==> config.mk <==
export PLATFORM = sky130hd
export DESIGN_NAME = aod_arith_opcode_decoder
export DESIGN_NICKNAME = d
export VERILOG_FILES = /design/src/pkg/aod_pkg.sv /design/src/aod_decode_core.sv /design/src/aod_arith_opcode_decoder.sv
export SDC_FILE = /design/constraint.sdc
export NUM_CORES = 1
export LEC_CHECK = 0
export BUFFER_PORTS_ARGS = -buffer_cell sky130_fd_sc_hd__buf_2
export CAP_MARGIN = 0
export CELL_PAD_IN_SITES_DETAIL_PLACEMENT = 0
export CELL_PAD_IN_SITES_GLOBAL_PLACEMENT = 2
export CORE_ASPECT_RATIO = 1.4
export CORE_MARGIN = 4
export CORE_UTILIZATION = 32
export DETAILED_ROUTE_END_ITERATION = 10
export PLACE_DENSITY_LB_ADDON = 0.12
export REMOVE_ABC_BUFFERS = 1
export SYNTH_ARGS = -nofsm -noshare
export SYNTH_HDL_FRONTEND = slang
export SYNTH_SLANG_ARGS = --single-unit
export TNS_END_PERCENT = 30
==> constraint.sdc <==
create_clock -name aclk -period 3.2 [get_ports aclk]
set_input_delay 0 -clock aclk [delete_from_list [all_inputs] [get_ports aclk]]
set_output_delay 0 -clock aclk [all_outputs]
set_load 0.005 [all_outputs]
==> src/pkg/aod_pkg.sv <==
package aod_pkg;

	// ----------------------------------------------------------------
	// Register map (byte addresses on the AXI4-Lite bus).
	// ----------------------------------------------------------------
	localparam logic [7:0] AOD_OFS_CTRL   = 8'h00; // Enable and clear.
	localparam logic [7:0] AOD_OFS_OPC    = 8'h04; // Opcode byte and addressing byte in.
	localparam logic [7:0] AOD_OFS_RESULT = 8'h08; // Last decoded operation.
	localparam logic [7:0] AOD_OFS_CYCLES = 8'h0C; // Clock counts of last decode.
	localparam logic [7:0] AOD_OFS_STATUS = 8'h10; // Counters and pending override.

	localparam logic [1:0] AOD_RESP_OKAY   = 2'h0; // Normal answer.
	localparam logic [1:0] AOD_RESP_SLVERR = 2'h2; // Unmapped address.

	// ----------------------------------------------------------------
	// Fixed single-byte codes.
	// ----------------------------------------------------------------
	localparam logic [7:0] AOD_OP_SEG_CODE  = 8'h2E; // Override to code segment.
	localparam logic [7:0] AOD_OP_SEG_STACK = 8'h36; // Override to stack segment.
	localparam logic [7:0] AOD_OP_SEG_DATA  = 8'h3E; // Override to data segment.
	localparam logic [7:0] AOD_OP_SEG_EXTRA = 8'h26; // Override to extra segment.
	localparam logic [7:0] AOD_OP_ASCII_ADD = 8'h37; // Ascii sum fixup.
	localparam logic [7:0] AOD_OP_BCD_ADD   = 8'h27; // Bcd sum fixup.
	localparam logic [7:0] AOD_OP_ASCII_SUB = 8'h3F; // Ascii difference fixup.
	localparam logic [7:0] AOD_OP_BCD_SUB   = 8'h2F; // Bcd difference fixup.

	// High six bits of the two-operand register/memory forms.
	localparam logic [5:0] AOD_HI_ADD = 6'h00; // 000000dw.
	localparam logic [5:0] AOD_HI_ADC = 6'h04; // 000100dw.
	localparam logic [5:0] AOD_HI_SUB = 6'h0A; // 001010dw.
	localparam logic [5:0] AOD_HI_SBB = 6'h06; // 000110dw.
	localparam logic [5:0] AOD_HI_CMP = 6'h0E; // 0011100w and 0011101w.
	localparam logic [5:0] AOD_HI_IMM = 6'h20; // 100000sw.
	// High seven bits of the accumulator forms and unary groups.
	localparam logic [6:0] AOD_H7_ADD_ACC = 7'h02; // 0000010w.
	localparam logic [6:0] AOD_H7_ADC_ACC = 7'h0A; // 0001010w.
	localparam logic [6:0] AOD_H7_SBB_ACC = 7'h0E; // 0001110w.
	localparam logic [6:0] AOD_H7_CMP_ACC = 7'h1E; // 0011110w.
	localparam logic [6:0] AOD_H7_UNARY   = 7'h7B; // 1111011w.
	localparam logic [6:0] AOD_H7_STEP    = 7'h7F; // 1111111w.
	// High five bits of the short register forms.
	localparam logic [4:0] AOD_H5_INC_REG = 5'h08; // 01000reg.
	localparam logic [4:0] AOD_H5_DEC_REG = 5'h09; // 01001reg.

	// Second operand field values in the addressing byte.
	localparam logic [2:0] AOD_SUB_ADD = 3'h0;
	localparam logic [2:0] AOD_SUB_DEC = 3'h1;
	localparam logic [2:0] AOD_SUB_ADC = 3'h2;
	localparam logic [2:0] AOD_SUB_SBB = 3'h3;
	localparam logic [2:0] AOD_SUB_NEG = 3'h3;
	localparam logic [2:0] AOD_SUB_MUL = 3'h4;
	localparam logic [2:0] AOD_SUB_SUB = 3'h5;
	localparam logic [2:0] AOD_SUB_CMP = 3'h7;
	localparam logic [1:0] AOD_MOD_REG = 2'h3; // Addressing mode: register operand.
	localparam logic [1:0] AOD_SW_SEXT = 2'h3; // One sign-extended data byte.

	// Minimum clock counts.
	localparam logic [7:0] AOD_CLK_PREFIX  = 8'd2;
	localparam logic [7:0] AOD_CLK_RR      = 8'd3;
	localparam logic [7:0] AOD_CLK_RM      = 8'd10;
	localparam logic [7:0] AOD_CLK_IMM_R   = 8'd4;
	localparam logic [7:0] AOD_CLK_IMM_M   = 8'd16;
	localparam logic [7:0] AOD_CLK_ACC_B   = 8'd3;
	localparam logic [7:0] AOD_CLK_ACC_W   = 8'd4;
	localparam logic [7:0] AOD_CLK_STEP_M  = 8'd15;
	localparam logic [7:0] AOD_CLK_STEP_R  = 8'd3;
	localparam logic [7:0] AOD_CLK_AAA     = 8'd8;
	localparam logic [7:0] AOD_CLK_DAA     = 8'd4;
	localparam logic [7:0] AOD_CLK_AAS     = 8'd7;
	localparam logic [7:0] AOD_CLK_DAS     = 8'd4;
	localparam logic [7:0] AOD_CLK_MUL_RB  = 8'd26;
	localparam logic [7:0] AOD_CLK_MUL_RW  = 8'd35;
	localparam logic [7:0] AOD_CLK_MUL_MB  = 8'd32;
	localparam logic [7:0] AOD_CLK_MUL_MW  = 8'd41;
	localparam logic [7:0] AOD_MUL_SPREAD  = 8'd2; // Max minus min for multiply.

	// Decoded operation select.
	typedef enum logic [3:0] {
		AOD_OP_NONE     = 4'h0,
		AOD_OP_SEGMENT  = 4'h1,
		AOD_OP_SUM      = 4'h2,
		AOD_OP_SUMC     = 4'h3,
		AOD_OP_DIFF     = 4'h4,
		AOD_OP_DIFFB    = 4'h5,
		AOD_OP_CMP      = 4'h6,
		AOD_OP_STEPUP   = 4'h7,
		AOD_OP_STEPDN   = 4'h8,
		AOD_OP_SIGNFLIP = 4'h9,
		AOD_OP_AAA      = 4'hA,
		AOD_OP_DAA      = 4'hB,
		AOD_OP_AAS      = 4'hC,
		AOD_OP_DAS      = 4'hD,
		AOD_OP_MUL      = 4'hE
	} aod_op_e;

	// Operand form.
	typedef enum logic [2:0] {
		AOD_FM_NONE    = 3'h0,
		AOD_FM_REGMEM  = 3'h1,
		AOD_FM_IMM_RM  = 3'h2,
		AOD_FM_ACC_IMM = 3'h3,
		AOD_FM_SHORT   = 3'h4,
		AOD_FM_SINGLE  = 3'h5
	} aod_form_e;

	// Segment selected by an override.
	typedef enum logic [2:0] {
		AOD_SEG_DEFAULT = 3'h0,
		AOD_SEG_CODE    = 3'h1,
		AOD_SEG_STACK   = 3'h2,
		AOD_SEG_DATA    = 3'h3,
		AOD_SEG_EXTRA   = 3'h4
	} aod_seg_e;

endpackage : aod_pkg

==> src/aod_decode_core.sv <==
`timescale 1ns/100ps
// Pure combinational decode of one opcode byte and its addressing byte.
module aod_decode_core
	import aod_pkg::*;
(
	input  wire logic [7:0]   opcode,
	input  wire logic [7:0]   modrm,
	output aod_op_e           op,
	output aod_form_e         form,
	output aod_seg_e          seg,
	output logic              word,
	output logic              dir_or_sext,
	output logic              needs_modrm,
	output logic [1:0]        imm_bytes,
	output logic [7:0]        clk_min_reg,
	output logic [7:0]        clk_min_mem,
	output logic              legal
);

	// ----------------------------------------------------------------
	// Field extraction.
	// ----------------------------------------------------------------
	logic [2:0] sub_field; // Second operand field of the addressing byte.
	logic       reg_mode;  // Addressing byte names a register operand.
	assign sub_field = modrm[5:3];
	assign reg_mode  = (modrm[7:6] == AOD_MOD_REG);

	// ----------------------------------------------------------------
	// Decode table.
	// ----------------------------------------------------------------
	// All outputs are given defaults first so unknown codes fall out as
	// illegal with no operation rather than a stale or partial decode.
	always_comb
	begin
		op          = AOD_OP_NONE;
		form        = AOD_FM_NONE;
		seg         = AOD_SEG_DEFAULT;
		word        = opcode[0];
		dir_or_sext = opcode[1];
		needs_modrm = 1'b0;
		imm_bytes   = 2'd0;
		clk_min_reg = 8'd0;
		clk_min_mem = 8'd0;
		legal       = 1'b1;
		if (opcode == AOD_OP_SEG_CODE || opcode == AOD_OP_SEG_STACK ||
			opcode == AOD_OP_SEG_DATA || opcode == AOD_OP_SEG_EXTRA)
		begin
			op          = AOD_OP_SEGMENT;
			form        = AOD_FM_SINGLE;
			clk_min_reg = AOD_CLK_PREFIX;
			clk_min_mem = AOD_CLK_PREFIX;
			word        = 1'b0;
			dir_or_sext = 1'b0;
			// Each prefix maps to one segment.
			if (opcode == AOD_OP_SEG_CODE)
				seg = AOD_SEG_CODE;
			else if (opcode == AOD_OP_SEG_STACK)
				seg = AOD_SEG_STACK;
			else if (opcode == AOD_OP_SEG_DATA)
				seg = AOD_SEG_DATA;
			else
				seg = AOD_SEG_EXTRA;
		end
		else if (opcode == AOD_OP_ASCII_ADD || opcode == AOD_OP_BCD_ADD ||
			opcode == AOD_OP_ASCII_SUB || opcode == AOD_OP_BCD_SUB)
		begin
			form        = AOD_FM_SINGLE;
			word        = 1'b0;
			dir_or_sext = 1'b0;
			if (opcode == AOD_OP_ASCII_ADD)
			begin
				op          = AOD_OP_AAA;
				clk_min_reg = AOD_CLK_AAA;
			end
			else if (opcode == AOD_OP_BCD_ADD)
			begin
				op          = AOD_OP_DAA;
				clk_min_reg = AOD_CLK_DAA;
			end
			else if (opcode == AOD_OP_ASCII_SUB)
			begin
				op          = AOD_OP_AAS;
				clk_min_reg = AOD_CLK_AAS;
			end
			else
			begin
				op          = AOD_OP_DAS;
				clk_min_reg = AOD_CLK_DAS;
			end
			clk_min_mem = clk_min_reg;
		end
		else if (opcode[7:2] == AOD_HI_ADD || opcode[7:2] == AOD_HI_ADC ||
			opcode[7:2] == AOD_HI_SUB || opcode[7:2] == AOD_HI_SBB ||
			opcode[7:2] == AOD_HI_CMP)
		begin
			// Two-operand register/memory form; bit 1 is the direction.
			form        = AOD_FM_REGMEM;
			needs_modrm = 1'b1;
			clk_min_reg = AOD_CLK_RR;
			clk_min_mem = AOD_CLK_RM;
			if (opcode[7:2] == AOD_HI_ADD)
				op = AOD_OP_SUM;
			else if (opcode[7:2] == AOD_HI_ADC)
				op = AOD_OP_SUMC;
			else if (opcode[7:2] == AOD_HI_SUB)
				op = AOD_OP_DIFF;
			else if (opcode[7:2] == AOD_HI_SBB)
				op = AOD_OP_DIFFB;
			else
				op = AOD_OP_CMP;
		end
		else if (opcode[7:2] == AOD_HI_IMM)
		begin
			// Immediate group; sw of 11 carries one sign-extended byte.
			form        = AOD_FM_IMM_RM;
			needs_modrm = 1'b1;
			imm_bytes   = (opcode[1:0] == 2'b01) ? 2'd2 : 2'd1;
			clk_min_reg = AOD_CLK_IMM_R;
			clk_min_mem = AOD_CLK_IMM_M;
			unique case (sub_field)
				AOD_SUB_ADD: op = AOD_OP_SUM;
				AOD_SUB_ADC: op = AOD_OP_SUMC;
				AOD_SUB_SUB: op = AOD_OP_DIFF;
				AOD_SUB_SBB: op = AOD_OP_DIFFB;
				AOD_SUB_CMP:
				begin
					// Compare with an immediate costs the reg/mem figures.
					op          = AOD_OP_CMP;
					clk_min_reg = AOD_CLK_RR;
					clk_min_mem = AOD_CLK_RM;
				end
				default:
				begin
					// Logic operations live in another decoder.
					legal       = 1'b0;
					form        = AOD_FM_NONE;
					needs_modrm = 1'b0;
					imm_bytes   = 2'd0;
					clk_min_reg = 8'd0;
					clk_min_mem = 8'd0;
				end
			endcase
		end
		else if (opcode[7:1] == AOD_H7_ADD_ACC || opcode[7:1] == AOD_H7_ADC_ACC ||
			opcode[7:1] == AOD_H7_SBB_ACC || opcode[7:1] == AOD_H7_CMP_ACC)
		begin
			// Accumulator immediate: 3 clocks byte, 4 clocks word.
			form        = AOD_FM_ACC_IMM;
			imm_bytes   = opcode[0] ? 2'd2 : 2'd1;
			clk_min_reg = opcode[0] ? AOD_CLK_ACC_W : AOD_CLK_ACC_B;
			clk_min_mem = clk_min_reg;
			dir_or_sext = 1'b0;
			if (opcode[7:1] == AOD_H7_ADD_ACC)
				op = AOD_OP_SUM;
			else if (opcode[7:1] == AOD_H7_ADC_ACC)
				op = AOD_OP_SUMC;
			else if (opcode[7:1] == AOD_H7_SBB_ACC)
				op = AOD_OP_DIFFB;
			else
				op = AOD_OP_CMP;
		end
		else if (opcode[7:1] == AOD_H7_STEP &&
			(sub_field == AOD_SUB_ADD || sub_field == AOD_SUB_DEC))
		begin
			form        = AOD_FM_REGMEM;
			needs_modrm = 1'b1;
			clk_min_reg = AOD_CLK_STEP_R;
			clk_min_mem = AOD_CLK_STEP_M;
			op          = (sub_field == AOD_SUB_ADD) ? AOD_OP_STEPUP : AOD_OP_STEPDN;
		end
		else if (opcode[7:3] == AOD_H5_INC_REG || opcode[7:3] == AOD_H5_DEC_REG)
		begin
			// Short register forms always act on a word register.
			form        = AOD_FM_SHORT;
			word        = 1'b1;
			dir_or_sext = 1'b0;
			clk_min_reg = AOD_CLK_STEP_R;
			clk_min_mem = AOD_CLK_STEP_R;
			op          = (opcode[7:3] == AOD_H5_INC_REG) ? AOD_OP_STEPUP : AOD_OP_STEPDN;
		end
		else if (opcode[7:1] == AOD_H7_UNARY && sub_field == AOD_SUB_NEG)
		begin
			form        = AOD_FM_REGMEM;
			needs_modrm = 1'b1;
			op          = AOD_OP_SIGNFLIP;
			clk_min_reg = AOD_CLK_RR;
			clk_min_mem = AOD_CLK_RM;
		end
		else if (opcode[7:1] == AOD_H7_UNARY && sub_field == AOD_SUB_MUL)
		begin
			form        = AOD_FM_REGMEM;
			needs_modrm = 1'b1;
			op          = AOD_OP_MUL;
			clk_min_reg = opcode[0] ? AOD_CLK_MUL_RW : AOD_CLK_MUL_RB;
			clk_min_mem = opcode[0] ? AOD_CLK_MUL_MW : AOD_CLK_MUL_MB;
		end
		else
		begin
			legal = 1'b0;
		end
		// Unused for anything but reg/mem forms; keeps the figure honest.
		if (needs_modrm && reg_mode)
			clk_min_mem = clk_min_reg;
	end

endmodule : aod_decode_core

==> src/aod_arith_opcode_decoder.sv <==
// The implementer's own choices: the placing of the registers and the AXI4-Lite interface to the registers.
`timescale 1ns/100ps
module aod_arith_opcode_decoder
(
	input  wire logic        aclk,
	input  wire logic        aresetn,
	input  wire logic [7:0]  s_axi_awaddr,
	input  wire logic        s_axi_awvalid,
	output logic             s_axi_awready,
	input  wire logic [31:0] s_axi_wdata,
	input  wire logic [3:0]  s_axi_wstrb,
	input  wire logic        s_axi_wvalid,
	output logic             s_axi_wready,
	output logic [1:0]       s_axi_bresp,
	output logic             s_axi_bvalid,
	input  wire logic        s_axi_bready,
	input  wire logic [7:0]  s_axi_araddr,
	input  wire logic        s_axi_arvalid,
	output logic             s_axi_arready,
	output logic [31:0]      s_axi_rdata,
	output logic [1:0]       s_axi_rresp,
	output logic             s_axi_rvalid,
	input  wire logic        s_axi_rready,
	input  wire logic [7:0]  q_byte,
	input  wire logic [7:0]  q_modrm,
	input  wire logic        q_valid,
	output logic             q_ready,
	output logic             eu_valid,
	output aod_pkg::aod_op_e eu_op,
	output aod_pkg::aod_form_e eu_form,
	output aod_pkg::aod_seg_e  eu_seg,
	output logic             eu_word,
	output logic [7:0]       eu_clocks
);
	import aod_pkg::*;

	// ----------------------------------------------------------------
	// State.
	// ----------------------------------------------------------------
	logic        en_r, en_nxt;             // Decoder enabled from the queue.
	logic [15:0] sw_opc_r, sw_opc_nxt;     // Software-written opcode pair.
	logic        sw_go_r, sw_go_nxt;       // Software decode request pending.
	logic [31:0] res_r, res_nxt;           // Result word for readback.
	logic [15:0] cyc_r, cyc_nxt;           // Reg/mem clock figures.
	logic [7:0]  ndec_r, ndec_nxt;         // Decodes done.
	logic [7:0]  nill_r, nill_nxt;         // Illegal bytes seen.
	aod_seg_e    pend_r, pend_nxt;         // Override waiting for next instruction.
	logic        q_ready_r, q_ready_nxt;
	logic        eu_valid_r, eu_valid_nxt;
	aod_op_e     eu_op_r, eu_op_nxt;
	aod_form_e   eu_form_r, eu_form_nxt;
	aod_seg_e    eu_seg_r, eu_seg_nxt;
	logic        eu_word_r, eu_word_nxt;
	logic [7:0]  eu_clk_r, eu_clk_nxt;
	// Bus state.
	logic        aw_got_r, aw_got_nxt, w_got_r, w_got_nxt;
	logic [7:0]  aw_a_r, aw_a_nxt;
	logic [31:0] w_d_r, w_d_nxt;
	logic [3:0]  w_s_r, w_s_nxt;
	logic        bv_r, bv_nxt, rv_r, rv_nxt, awr_r, awr_nxt, wr_r, wr_nxt, arr_r, arr_nxt;
	logic [1:0]  br_r, br_nxt, rr_r, rr_nxt;
	logic [31:0] rd_r, rd_nxt;

	// ----------------------------------------------------------------
	// Decoder instance.
	// ----------------------------------------------------------------
	logic       use_sw;     // Software request takes the decoder this cycle.
	logic [7:0] dec_opc, dec_mrm;
	aod_op_e    d_op;
	aod_form_e  d_form;
	aod_seg_e   d_seg;
	logic       d_word, d_dir, d_mrm, d_legal;
	logic [1:0] d_imm;
	logic [7:0] d_creg, d_cmem;
	assign use_sw  = sw_go_r;
	assign dec_opc = use_sw ? sw_opc_r[7:0] : q_byte;
	assign dec_mrm = use_sw ? sw_opc_r[15:8] : q_modrm;

	aod_decode_core u_core (
		.opcode      (dec_opc),
		.modrm       (dec_mrm),
		.op          (d_op),
		.form        (d_form),
		.seg         (d_seg),
		.word        (d_word),
		.dir_or_sext (d_dir),
		.needs_modrm (d_mrm),
		.imm_bytes   (d_imm),
		.clk_min_reg (d_creg),
		.clk_min_mem (d_cmem),
		.legal       (d_legal)
	);

	// ----------------------------------------------------------------
	// Decode pipeline.
	// ----------------------------------------------------------------
	// A decode happens on a software request, or on a queue byte while
	// enabled. Software wins, so the queue is simply held off that cycle.
	logic take_q, fire, wr_fire;
	logic [7:0] wr_addr;
	logic [31:0] wr_data;
	assign take_q = q_valid && q_ready_r && !use_sw;
	assign fire   = take_q || use_sw;
	always_comb
	begin
		eu_valid_nxt = 1'b0;
		eu_op_nxt    = eu_op_r;
		eu_form_nxt  = eu_form_r;
		eu_seg_nxt   = eu_seg_r;
		eu_word_nxt  = eu_word_r;
		eu_clk_nxt   = eu_clk_r;
		pend_nxt     = pend_r;
		res_nxt      = res_r;
		cyc_nxt      = cyc_r;
		ndec_nxt     = ndec_r;
		nill_nxt     = nill_r;
		q_ready_nxt  = en_r && !(sw_go_nxt);
		if (fire)
		begin
			if (!d_legal)
				nill_nxt = nill_r + 8'd1;
			else
			begin
				ndec_nxt     = ndec_r + 8'd1;
				eu_valid_nxt = 1'b1;
				eu_op_nxt    = d_op;
				eu_form_nxt  = d_form;
				eu_word_nxt  = d_word;
				// Memory figure when the addressing byte names memory.
				eu_clk_nxt   = (d_mrm && dec_mrm[7:6] != AOD_MOD_REG) ? d_cmem : d_creg;
				cyc_nxt      = {d_cmem, d_creg};
				res_nxt      = {11'h000, d_legal, d_mrm, d_imm, d_dir,
					d_word, d_form, d_seg, 1'b0, 4'h0, d_op};
				if (d_op == AOD_OP_SEGMENT)
				begin
					// Override holds until the next real instruction uses it.
					pend_nxt   = d_seg;
					eu_seg_nxt = d_seg;
				end
				else
				begin
					eu_seg_nxt = pend_r;
					pend_nxt   = AOD_SEG_DEFAULT;
				end
			end
		end
		if (wr_fire && wr_addr == AOD_OFS_CTRL && wr_data[1])
		begin
			ndec_nxt = 8'h00;
			nill_nxt = 8'h00;
			if (!(fire && d_legal && d_op == AOD_OP_SEGMENT)) // Set wins.
				pend_nxt = AOD_SEG_DEFAULT;
		end
	end

	// ----------------------------------------------------------------
	// AXI4-Lite write channel.
	// ----------------------------------------------------------------
	// Address and data are captured in either order; the write lands
	// once both are held and no response is still outstanding.
	assign wr_fire = aw_got_r && w_got_r && !bv_r;
	assign wr_addr = aw_a_r;
	assign wr_data = w_d_r;
	always_comb
	begin
		aw_got_nxt = aw_got_r;
		w_got_nxt  = w_got_r;
		aw_a_nxt   = aw_a_r;
		w_d_nxt    = w_d_r;
		w_s_nxt    = w_s_r;
		bv_nxt     = bv_r;
		br_nxt     = br_r;
		en_nxt     = en_r;
		sw_opc_nxt = sw_opc_r;
		sw_go_nxt  = 1'b0;
		if (s_axi_awvalid && awr_r)
		begin
			aw_got_nxt = 1'b1;
			aw_a_nxt   = s_axi_awaddr;
		end
		if (s_axi_wvalid && wr_r)
		begin
			w_got_nxt = 1'b1;
			w_d_nxt   = s_axi_wdata;
			w_s_nxt   = s_axi_wstrb;
		end
		if (bv_r && s_axi_bready)
			bv_nxt = 1'b0;
		if (wr_fire)
		begin
			aw_got_nxt = 1'b0;
			w_got_nxt  = 1'b0;
			bv_nxt     = 1'b1;
			br_nxt     = AOD_RESP_OKAY;
			if (wr_addr == AOD_OFS_CTRL)
			begin
				if (w_s_r[0])
					en_nxt = wr_data[0];
			end
			else if (wr_addr == AOD_OFS_OPC)
			begin
				if (w_s_r[0])
					sw_opc_nxt[7:0] = wr_data[7:0];
				if (w_s_r[1])
					sw_opc_nxt[15:8] = wr_data[15:8];
				sw_go_nxt = 1'b1;
			end
			else if (wr_addr != AOD_OFS_RESULT && wr_addr != AOD_OFS_CYCLES &&
				wr_addr != AOD_OFS_STATUS)
				br_nxt = AOD_RESP_SLVERR;
		end
		awr_nxt = !aw_got_nxt;
		wr_nxt  = !w_got_nxt;
	end

	// ----------------------------------------------------------------
	// AXI4-Lite read channel.
	// ----------------------------------------------------------------
	always_comb
	begin
		rv_nxt  = rv_r;
		rr_nxt  = rr_r;
		rd_nxt  = rd_r;
		arr_nxt = arr_r;
		if (rv_r && s_axi_rready)
		begin
			rv_nxt  = 1'b0;
			arr_nxt = 1'b1;
		end
		if (s_axi_arvalid && arr_r)
		begin
			arr_nxt = 1'b0;
			rv_nxt  = 1'b1;
			rr_nxt  = AOD_RESP_OKAY;
			unique case (s_axi_araddr)
				AOD_OFS_CTRL:   rd_nxt = {31'h0, en_r};
				AOD_OFS_OPC:    rd_nxt = {16'h0, sw_opc_r};
				AOD_OFS_RESULT: rd_nxt = res_r;
				AOD_OFS_CYCLES: rd_nxt = {16'h0, cyc_r};
				AOD_OFS_STATUS: rd_nxt = {13'h0, pend_r, nill_r, ndec_r};
				default:
				begin
					rd_nxt = 32'h0;
					rr_nxt = AOD_RESP_SLVERR;
				end
			endcase
		end
	end

	// ----------------------------------------------------------------
	// Registers.
	// ----------------------------------------------------------------
	always_ff @(posedge aclk)
	begin
		if (!aresetn)
		begin
			en_r <= 1'b0; sw_opc_r <= 16'h0; sw_go_r <= 1'b0;
			res_r <= 32'h0; cyc_r <= 16'h0; ndec_r <= 8'h0; nill_r <= 8'h0;
			pend_r <= AOD_SEG_DEFAULT; q_ready_r <= 1'b0; eu_valid_r <= 1'b0;
			eu_op_r <= AOD_OP_NONE; eu_form_r <= AOD_FM_NONE;
			eu_seg_r <= AOD_SEG_DEFAULT; eu_word_r <= 1'b0; eu_clk_r <= 8'h0;
			aw_got_r <= 1'b0; w_got_r <= 1'b0; aw_a_r <= 8'h0; w_d_r <= 32'h0;
			w_s_r <= 4'h0; bv_r <= 1'b0; br_r <= 2'h0; rv_r <= 1'b0;
			rr_r <= 2'h0; rd_r <= 32'h0; awr_r <= 1'b1; wr_r <= 1'b1; arr_r <= 1'b1;
		end
		else
		begin
			en_r <= en_nxt; sw_opc_r <= sw_opc_nxt; sw_go_r <= sw_go_nxt;
			res_r <= res_nxt; cyc_r <= cyc_nxt; ndec_r <= ndec_nxt; nill_r <= nill_nxt;
			pend_r <= pend_nxt; q_ready_r <= q_ready_nxt; eu_valid_r <= eu_valid_nxt;
			eu_op_r <= eu_op_nxt; eu_form_r <= eu_form_nxt;
			eu_seg_r <= eu_seg_nxt; eu_word_r <= eu_word_nxt; eu_clk_r <= eu_clk_nxt;
			aw_got_r <= aw_got_nxt; w_got_r <= w_got_nxt; aw_a_r <= aw_a_nxt;
			w_d_r <= w_d_nxt; w_s_r <= w_s_nxt; bv_r <= bv_nxt; br_r <= br_nxt;
			rv_r <= rv_nxt; rr_r <= rr_nxt; rd_r <= rd_nxt;
			awr_r <= awr_nxt; wr_r <= wr_nxt; arr_r <= arr_nxt;
		end
	end

	// Outputs come straight from flip-flops.
	assign s_axi_awready = awr_r;
	assign s_axi_wready  = wr_r;
	assign s_axi_bvalid  = bv_r;
	assign s_axi_bresp   = br_r;
	assign s_axi_arready = arr_r;
	assign s_axi_rvalid  = rv_r;
	assign s_axi_rresp   = rr_r;
	assign s_axi_rdata   = rd_r;
	assign q_ready       = q_ready_r;
	assign eu_valid      = eu_valid_r;
	assign eu_op         = eu_op_r;
	assign eu_form       = eu_form_r;
	assign eu_seg        = eu_seg_r;
	assign eu_word       = eu_word_r;
	assign eu_clocks     = eu_clk_r;

endmodule : aod_arith_opcode_decoder

* After elaboration in Yosys (flattened, before gate mapping)
Cells that the tools add are included.
W data, S select, Z words.
** Operators by class
- $add $sub $neg :: 2
- $mul :: 0
- Divide/modulo/power cells :: 0
- $lt $le $gt $ge :: 0
- Equality and inequality tests :: 39
- Shift-type cells :: 0
- Muxes and demuxes :: 130
- Bitwise gates (word level) :: 3
- Reductions and logical operators :: 58
** Operators with widths (number)
- $mux W8 :: 24
- $pmux W21 S5 :: 1
- $mux W4 :: 19
- $eq A8 B6 Y1 const B :: 8
- $mux W3 :: 19
- $mux W1 :: 47
- $mux W2 :: 16
- $logic_and A1 B1 Y1 :: 21
- $add A8 B1 Y8 const B :: 2
- $eq A8 B3 Y1 const B :: 2
- $eq A8 B4 Y1 const B :: 2
- $logic_not A8 Y1 :: 2
- $logic_or A1 B1 Y1 :: 16
- $ne A8 B4 Y1 const B :: 2
- $pmux W3 S5 :: 1
- $eq A7 B4 Y1 const B :: 2
- $eq A7 B7 Y1 const B :: 2
- $eq A6 B3 Y1 const B :: 2
- $eq A6 B4 Y1 const B :: 2
- $eq A5 B4 Y1 const B :: 2
- $pmux W5 S2 :: 1
- $reduce_or A5 Y1 :: 2
- $eq A3 B3 Y1 const B :: 3
- $eq A8 B5 Y1 const B :: 1
- 22 further kinds :: 33
** Word-level totals
- Flip-flop bits (word level) :: 159
- Bits in latches :: 0
- Bits in writable memories :: 0
- ROM bits :: 0
- Input bits :: 76
- Output and inout port bits :: 62
- Word-level logic and storage cells :: 261
- Memories kept :: 0

* Longest topological paths before layout
- Word-level depth :: 18
- Depth in mapped cells :: 11
- Depth with buffers taken out :: 7

* By module
A second synthesis with hierarchy kept.
** Second synthesis, totals
- Cell total of the unflattened synthesis :: 812
- Area, all modules :: 6681.4 um^2
** Modules (own cells, without submodules)
- aod_arith_opcode_decoder :: times used 1, cells each 664, area each 5786.8 um^2, seq. area each 2762.6 um^2
- aod_decode_core :: times used 1, cells each 148, area each 894.6 um^2, seq. area each 0.0 um^2

* Least setup slack after synthesis
Ideal clock, no wire load.
- Path kind :: register to register
- Start point :: reg sw_go_r
- End point :: reg nill_r[7]
- Setup time :: 0.070 ns
- Data arrival time :: 2.395 ns
- Data required time :: 3.130 ns
- Setup slack :: 0.735 ns
- Stages on the path, launching flop included :: 8
- Buffers on the path :: 2
- Clock period less this slack :: 2.465 ns
- Cell sequence :: dfxtp_1 -> buf_6 -> buf_2 -> mux2_2 -> nor4_4 -> nand3_4 -> or4_1 -> a21oi_1
** Between the ends
- Longest elaborated chain between the ends :: 14
- Elaborated cells between the ends (all ways) :: 65
- Those cells by class :: eq/ne (27); mux (12); bitwise (1); reduce/logical (25)
** RTL lines
- start: declaration :: RTL line aod_arith_opcode_decoder.sv:42 : logic sw_go_r, sw_go_nxt;
- start signal: assignment :: RTL line aod_arith_opcode_decoder.sv:268 : en_r <= en_nxt; sw_opc_r <= sw_opc_nxt; sw_go_r <= sw_go_nxt;
- $mux W8, on equally long branches :: RTL line aod_arith_opcode_decoder.sv:76, aod_arith_opcode_decoder.sv:77
- $eq A7 B7 Y1 or $eq A3 B3 Y1 (tied branches) :: RTL line aod_decode_core.sv:181, aod_decode_core.sv:189
- $logic_and A1 B1 Y1 :: RTL line aod_decode_core.sv:189 : else if (opcode[7:1] == AOD_H7_UNARY && sub_field == AOD_SUB_MUL)
- $mux W1 :: RTL line aod_decode_core.sv:189
- $mux W1 :: RTL line aod_decode_core.sv:181 : else if (opcode[7:1] == AOD_H7_UNARY && sub_field == AOD_SUB_NEG)
- $mux W1 :: RTL line aod_decode_core.sv:171 : else if (opcode[7:3] == AOD_H5_INC_REG || opcode[7:3] == AOD_H5_DEC_REG)
- $mux W1 :: RTL line aod_decode_core.sv:162 : else if (opcode[7:1] == AOD_H7_STEP &&
- $mux W1 :: RTL line aod_decode_core.sv:144 : else if (opcode[7:1] == AOD_H7_ADD_ACC || opcode[7:1] == AOD_H7_ADC_ACC ||
- $mux W1 :: RTL line aod_decode_core.sv:112 : else if (opcode[7:2] == AOD_HI_IMM)
- $mux W1 :: RTL line aod_decode_core.sv:92 : else if (opcode[7:2] == AOD_HI_ADD || opcode[7:2] == AOD_HI_ADC ||
- $mux W1 :: RTL line aod_decode_core.sv:64 : else if (opcode == AOD_OP_ASCII_ADD || opcode == AOD_OP_BCD_ADD ||
- $mux W1 :: RTL line aod_decode_core.sv:45 : if (opcode == AOD_OP_SEG_CODE || opcode == AOD_OP_SEG_STACK ||
- $not A1 Y1 (no source line)
- $reduce_and A2 Y1 (no source line) (*)
- end signal: assignment :: RTL line aod_arith_opcode_decoder.sv:269 : res_r <= res_nxt; cyc_r <= cyc_nxt; ndec_r <= ndec_nxt; nill_r <= nill_nxt;
- end: declaration :: RTL line aod_arith_opcode_decoder.sv:46 : logic [7:0] nill_r, nill_nxt;
Every way passes the cells marked *; elsewhere a longest branch is shown, timed or not.
A chain may end at the register's enable or synchronous reset.

* Final worst setup path
- Start point :: reg sw_go_r
- End point :: reg pend_r[0]
** Between the ends
- Longest elaborated chain between the ends :: 18
- Elaborated cells between the ends (all ways) :: 97
- Those cells by class :: eq/ne (28); mux (43); reduce/logical (26)
** RTL lines
- $mux W8, on equally long branches :: RTL line aod_arith_opcode_decoder.sv:76, aod_arith_opcode_decoder.sv:77
- $eq A7 B7 Y1 or $eq A3 B3 Y1 (tied branches) :: RTL line aod_decode_core.sv:181, aod_decode_core.sv:189
- $logic_and A1 B1 Y1 :: RTL line aod_decode_core.sv:189
- $mux W4 :: RTL line aod_decode_core.sv:189
- $mux W4 :: RTL line aod_decode_core.sv:181
- $mux W4 :: RTL line aod_decode_core.sv:171
- $mux W4 :: RTL line aod_decode_core.sv:162
- $mux W4 :: RTL line aod_decode_core.sv:144
- (+2 left out)
- $mux W4 :: RTL line aod_decode_core.sv:64
- $mux W4 :: RTL line aod_decode_core.sv:45
- $eq A4 B1 Y1 :: RTL line aod_arith_opcode_decoder.sv:134, aod_arith_opcode_decoder.sv:151
- $mux W3 :: RTL line aod_arith_opcode_decoder.sv:134 : if (d_op == AOD_OP_SEGMENT)
- $mux W3 :: RTL line aod_arith_opcode_decoder.sv:120 : if (!d_legal)
- $mux W3 :: RTL line aod_arith_opcode_decoder.sv:118 : if (fire)
- $mux W3 :: RTL line aod_arith_opcode_decoder.sv:151 : if (!(fire && d_legal && d_op == AOD_OP_SEGMENT))
- $mux W3 (*) :: RTL line aod_arith_opcode_decoder.sv:147 : if (wr_fire && wr_addr == AOD_OFS_CTRL && wr_data[1])
- end signal: assignment :: RTL line aod_arith_opcode_decoder.sv:270 : pend_r <= pend_nxt; q_ready_r <= q_ready_nxt; eu_valid_r <= eu_valid_nxt;
- end: declaration :: RTL line aod_arith_opcode_decoder.sv:47 : aod_seg_e pend_r, pend_nxt;
Marked as above.

==> results.tsv <==
metric	value	unit
Fillers	2201	
Inserted Diodes	0	
gr usage total	0.2067	
#FFs+latches synth	132	
gpl congestion	0.8705	
vias in the first global route	6588	
# nets final	1044	
final setup vio count	0	
worst reg-to-reg path cell count	9	
core region area	20630	um^2
Area Overhead vs Synth	25.76	%
Lkg Pwr	0.003327	uW
IO buf count	101	
first-pass GRT wire length	37520	um
DIE WIDTH	130.5	um
Fin. Hold Viols	0	
Post-synth ARST share	0	
layout cells sized above 1	0.2186	
initial antenna violation count	0	
worst vdd ir	0.0003527	V
multi-input logic area	3696	um^2
largest net degree at the start of global routing	39	
top_reg_cell synth	dfxtp_1	
CP Max Fanout	27	
sinks on the clock net	132	
Post-DP Area	7565	um^2
global route overflow	0	
sequential area share after synthesis	0.3931	
critical path type	register to register	
Setup Skew	10.76	ps
WL final	23840	um
RSZ-0062 raised after global routing	no	
Max Transition Viols Final	0	
Design Area, Final	8454	um^2
routed length per instance	19.30	um
DRT Pass-1 Iters	7	
PD cells	466.0	nW/um^2
Num CTS Buffers	17	
Vias/cell	5.332	
CTS tree	built	
Post-synth EDFFs	0	
Routed Antenna Nets	0	
Final HPWL DP	18280	um
Total Power	3939	uW
H-tree depth	4	
Fmax achieved	340.6	MHz
MaxCap Viol Count	0	
worst-skew pair later-pin latency	430	ps
Crit path arrival time	3250	ps
outcome	completed	
Iteration-0 DRC Markers	564	
Clock Path Buffers	2	
Cell Area, Synth	6723	um^2
CP Capture Type	register	
minimum clock period	2936	ps
WHS Path Cells	4	
post-CTS setup buffer count	0	
Starting Density	0.3258	
setup_tns	0	ps
DIE HEIGHT	179.5	um
die area	23420	um^2
syn avg cell area	8.109	um^2
DR DRC count	0	
Hold Path Class	input pin to register	
register area	2646	um^2
# rows	62	
fin crit share	0.9176	
Data required, critical path	3520	ps
vias	6585	
Clock transition at path regs	70	ps
YS warnings	0	
Rel. slew slack	0.3623	
Yosys cell types	84	
CTS root buffer	clkbuf_16	
Ports	138	
measured slew at the worst slew-check pin	932.4	ps
CP Launch Type	register	
Post-Syn Instances	829	
registers in the layout, summed over array words and instances, names as in the netlist, 3 cells and up:
register,count
aw_a_r,8
cyc_r,12
eu_clocks,6
eu_op,3
eu_seg,3
ndec_r,8
nill_r,8
pend_r,3
res_r,11
s_axi_rdata,21
sw_opc_r,16
w_d_r,16
cell families after synthesis:
| logic type | share of synthesized area |
|---|---|
| adder cells (fa/ha/maj) | 0.003722 |
| AND/OR/NAND/NOR | 0.2589 |
| XOR/XNOR | 0.01173 |
| other | 0.0005578 |
| AO/OA/AOI/OAI | 0.2235 |
| multiplexers | 0.04187 |
| flip-flops | 0.3931 |
| buffers and inverters | 0.06663 |
synth_stat cells, drive strengths merged, types with 11 or more instances:
library cell	number	share of area
a222oi	14	0.021
nand2	155	0.087
mux2i	18	0.028
nor3	12	0.011
a21o	13	0.015
o21ai	26	0.022
and2	11	0.010
a21oi	92	0.071
a211oi	11	0.012
nor2	78	0.044
nand3	33	0.026
dfxtp	132	0.39
buf	39	0.042
clkbuf	34	0.019
worst max-delay path: stages, from the launching register on:
cell and delay, ps:
dfxtp_4 550, buf_4 240, nor2_1 60, nand3_1 210, a22oi_4 160, or4_4 610
o21ai_2 400, buf_4 300, nor2_1 80, o21a_1 200
per-layer routing:
metal / vias to the layer above / part of all wire / wire, um / GRT usage
met5: - / 0 / 0 / 0
met4: 0 / 0.023 / 554 / 0.07163
met3: 32 / 0.040 / 946 / 0.03593
met2: 203 / 0.53 / 12560 / 0.3711
met1: 3129 / 0.41 / 9776 / 0.2423
li1: 3221 / - / - / -
cell usage in the layout, fill, tap and decap left out, types with 11 or more instances in the layout:
| master | Yosys | layout |
|---|---|---|
| o21ai_0 | 21 | 21 |
| nand2_1 | 155 | 155 |
| buf_2 | 8 | 101 |
| dlygate4sd3_1 | 0 | 30 |
| clkbuf_16 | 0 | 17 |
| mux2i_1 | 16 | 16 |
| nand3_1 | 32 | 32 |
| nor3_1 | 11 | 11 |
| dfxtp_1 | 132 | 131 |
| conb_1 | 1 | 15 |
| a222oi_1 | 14 | 14 |
| nor2_1 | 78 | 78 |
| a21o_1 | 13 | 13 |
| a21oi_1 | 90 | 90 |
| a211oi_1 | 11 | 11 |
| buf_4 | 26 | 44 |
| and2_1 | 11 | 11 |
per-stage QoR:
| step | utilization | setup WS, ps | hold WS, ps | instances |
|---|---|---|---|---|
| after floorplan | - | -664.3 | 76.23 | 770 |
| after global placement | 0.3666 | 131.5 | 240.5 | 1173 |
| after detailed placement | 0.3666 | 111.6 | 246.9 | 1173 |
| after CTS | 0.4094 | 100.1 | 27.75 | 1235 |
| after global routing | 0.4097 | 121.2 | 73.13 | 1235 |
| final | 0.4097 | 263.8 | 29.98 | 1235 |
power breakdown:
| group | switching (uW) | internal (uW) |
|---|---|---|
| Combinational | 185 | 127 |
| Sequential | 20.0 | 1670 |
| Clock | 891 | 1040 |
| Total | 1100 | 2840 |
what timing repair did:
action	4_1_cts	5_1_grt
resized for setup	0	2
setup endpoints to repair	0	6
hold buffers	30	0
endpoints found under the hold margin	33	0
worst paths after layout:
check | endpoint | startpoint | slack (ps)
hold / removal | aw_a_r[1] | s_axi_awvalid | 30
hold reg to reg | s_axi_rdata[1] | s_axi_rdata[1] | 450
setup reg to reg | pend_r[0] | sw_go_r | 260
setup / recovery | pend_r[0] | sw_go_r | 260
area by class of cell:
cell class / instances / area share
multi-input cells: 629 / 0.4372
inverters: 9 / 0.003996
clock buffers: 17 / 0.05032
repair buffers: 177 / 0.1391
clock inverters: 15 / 0.01850
flip-flops and latches: 132 / 0.3130
well taps: 256 / 0.03789
Power figures use the tool's default switching activity.
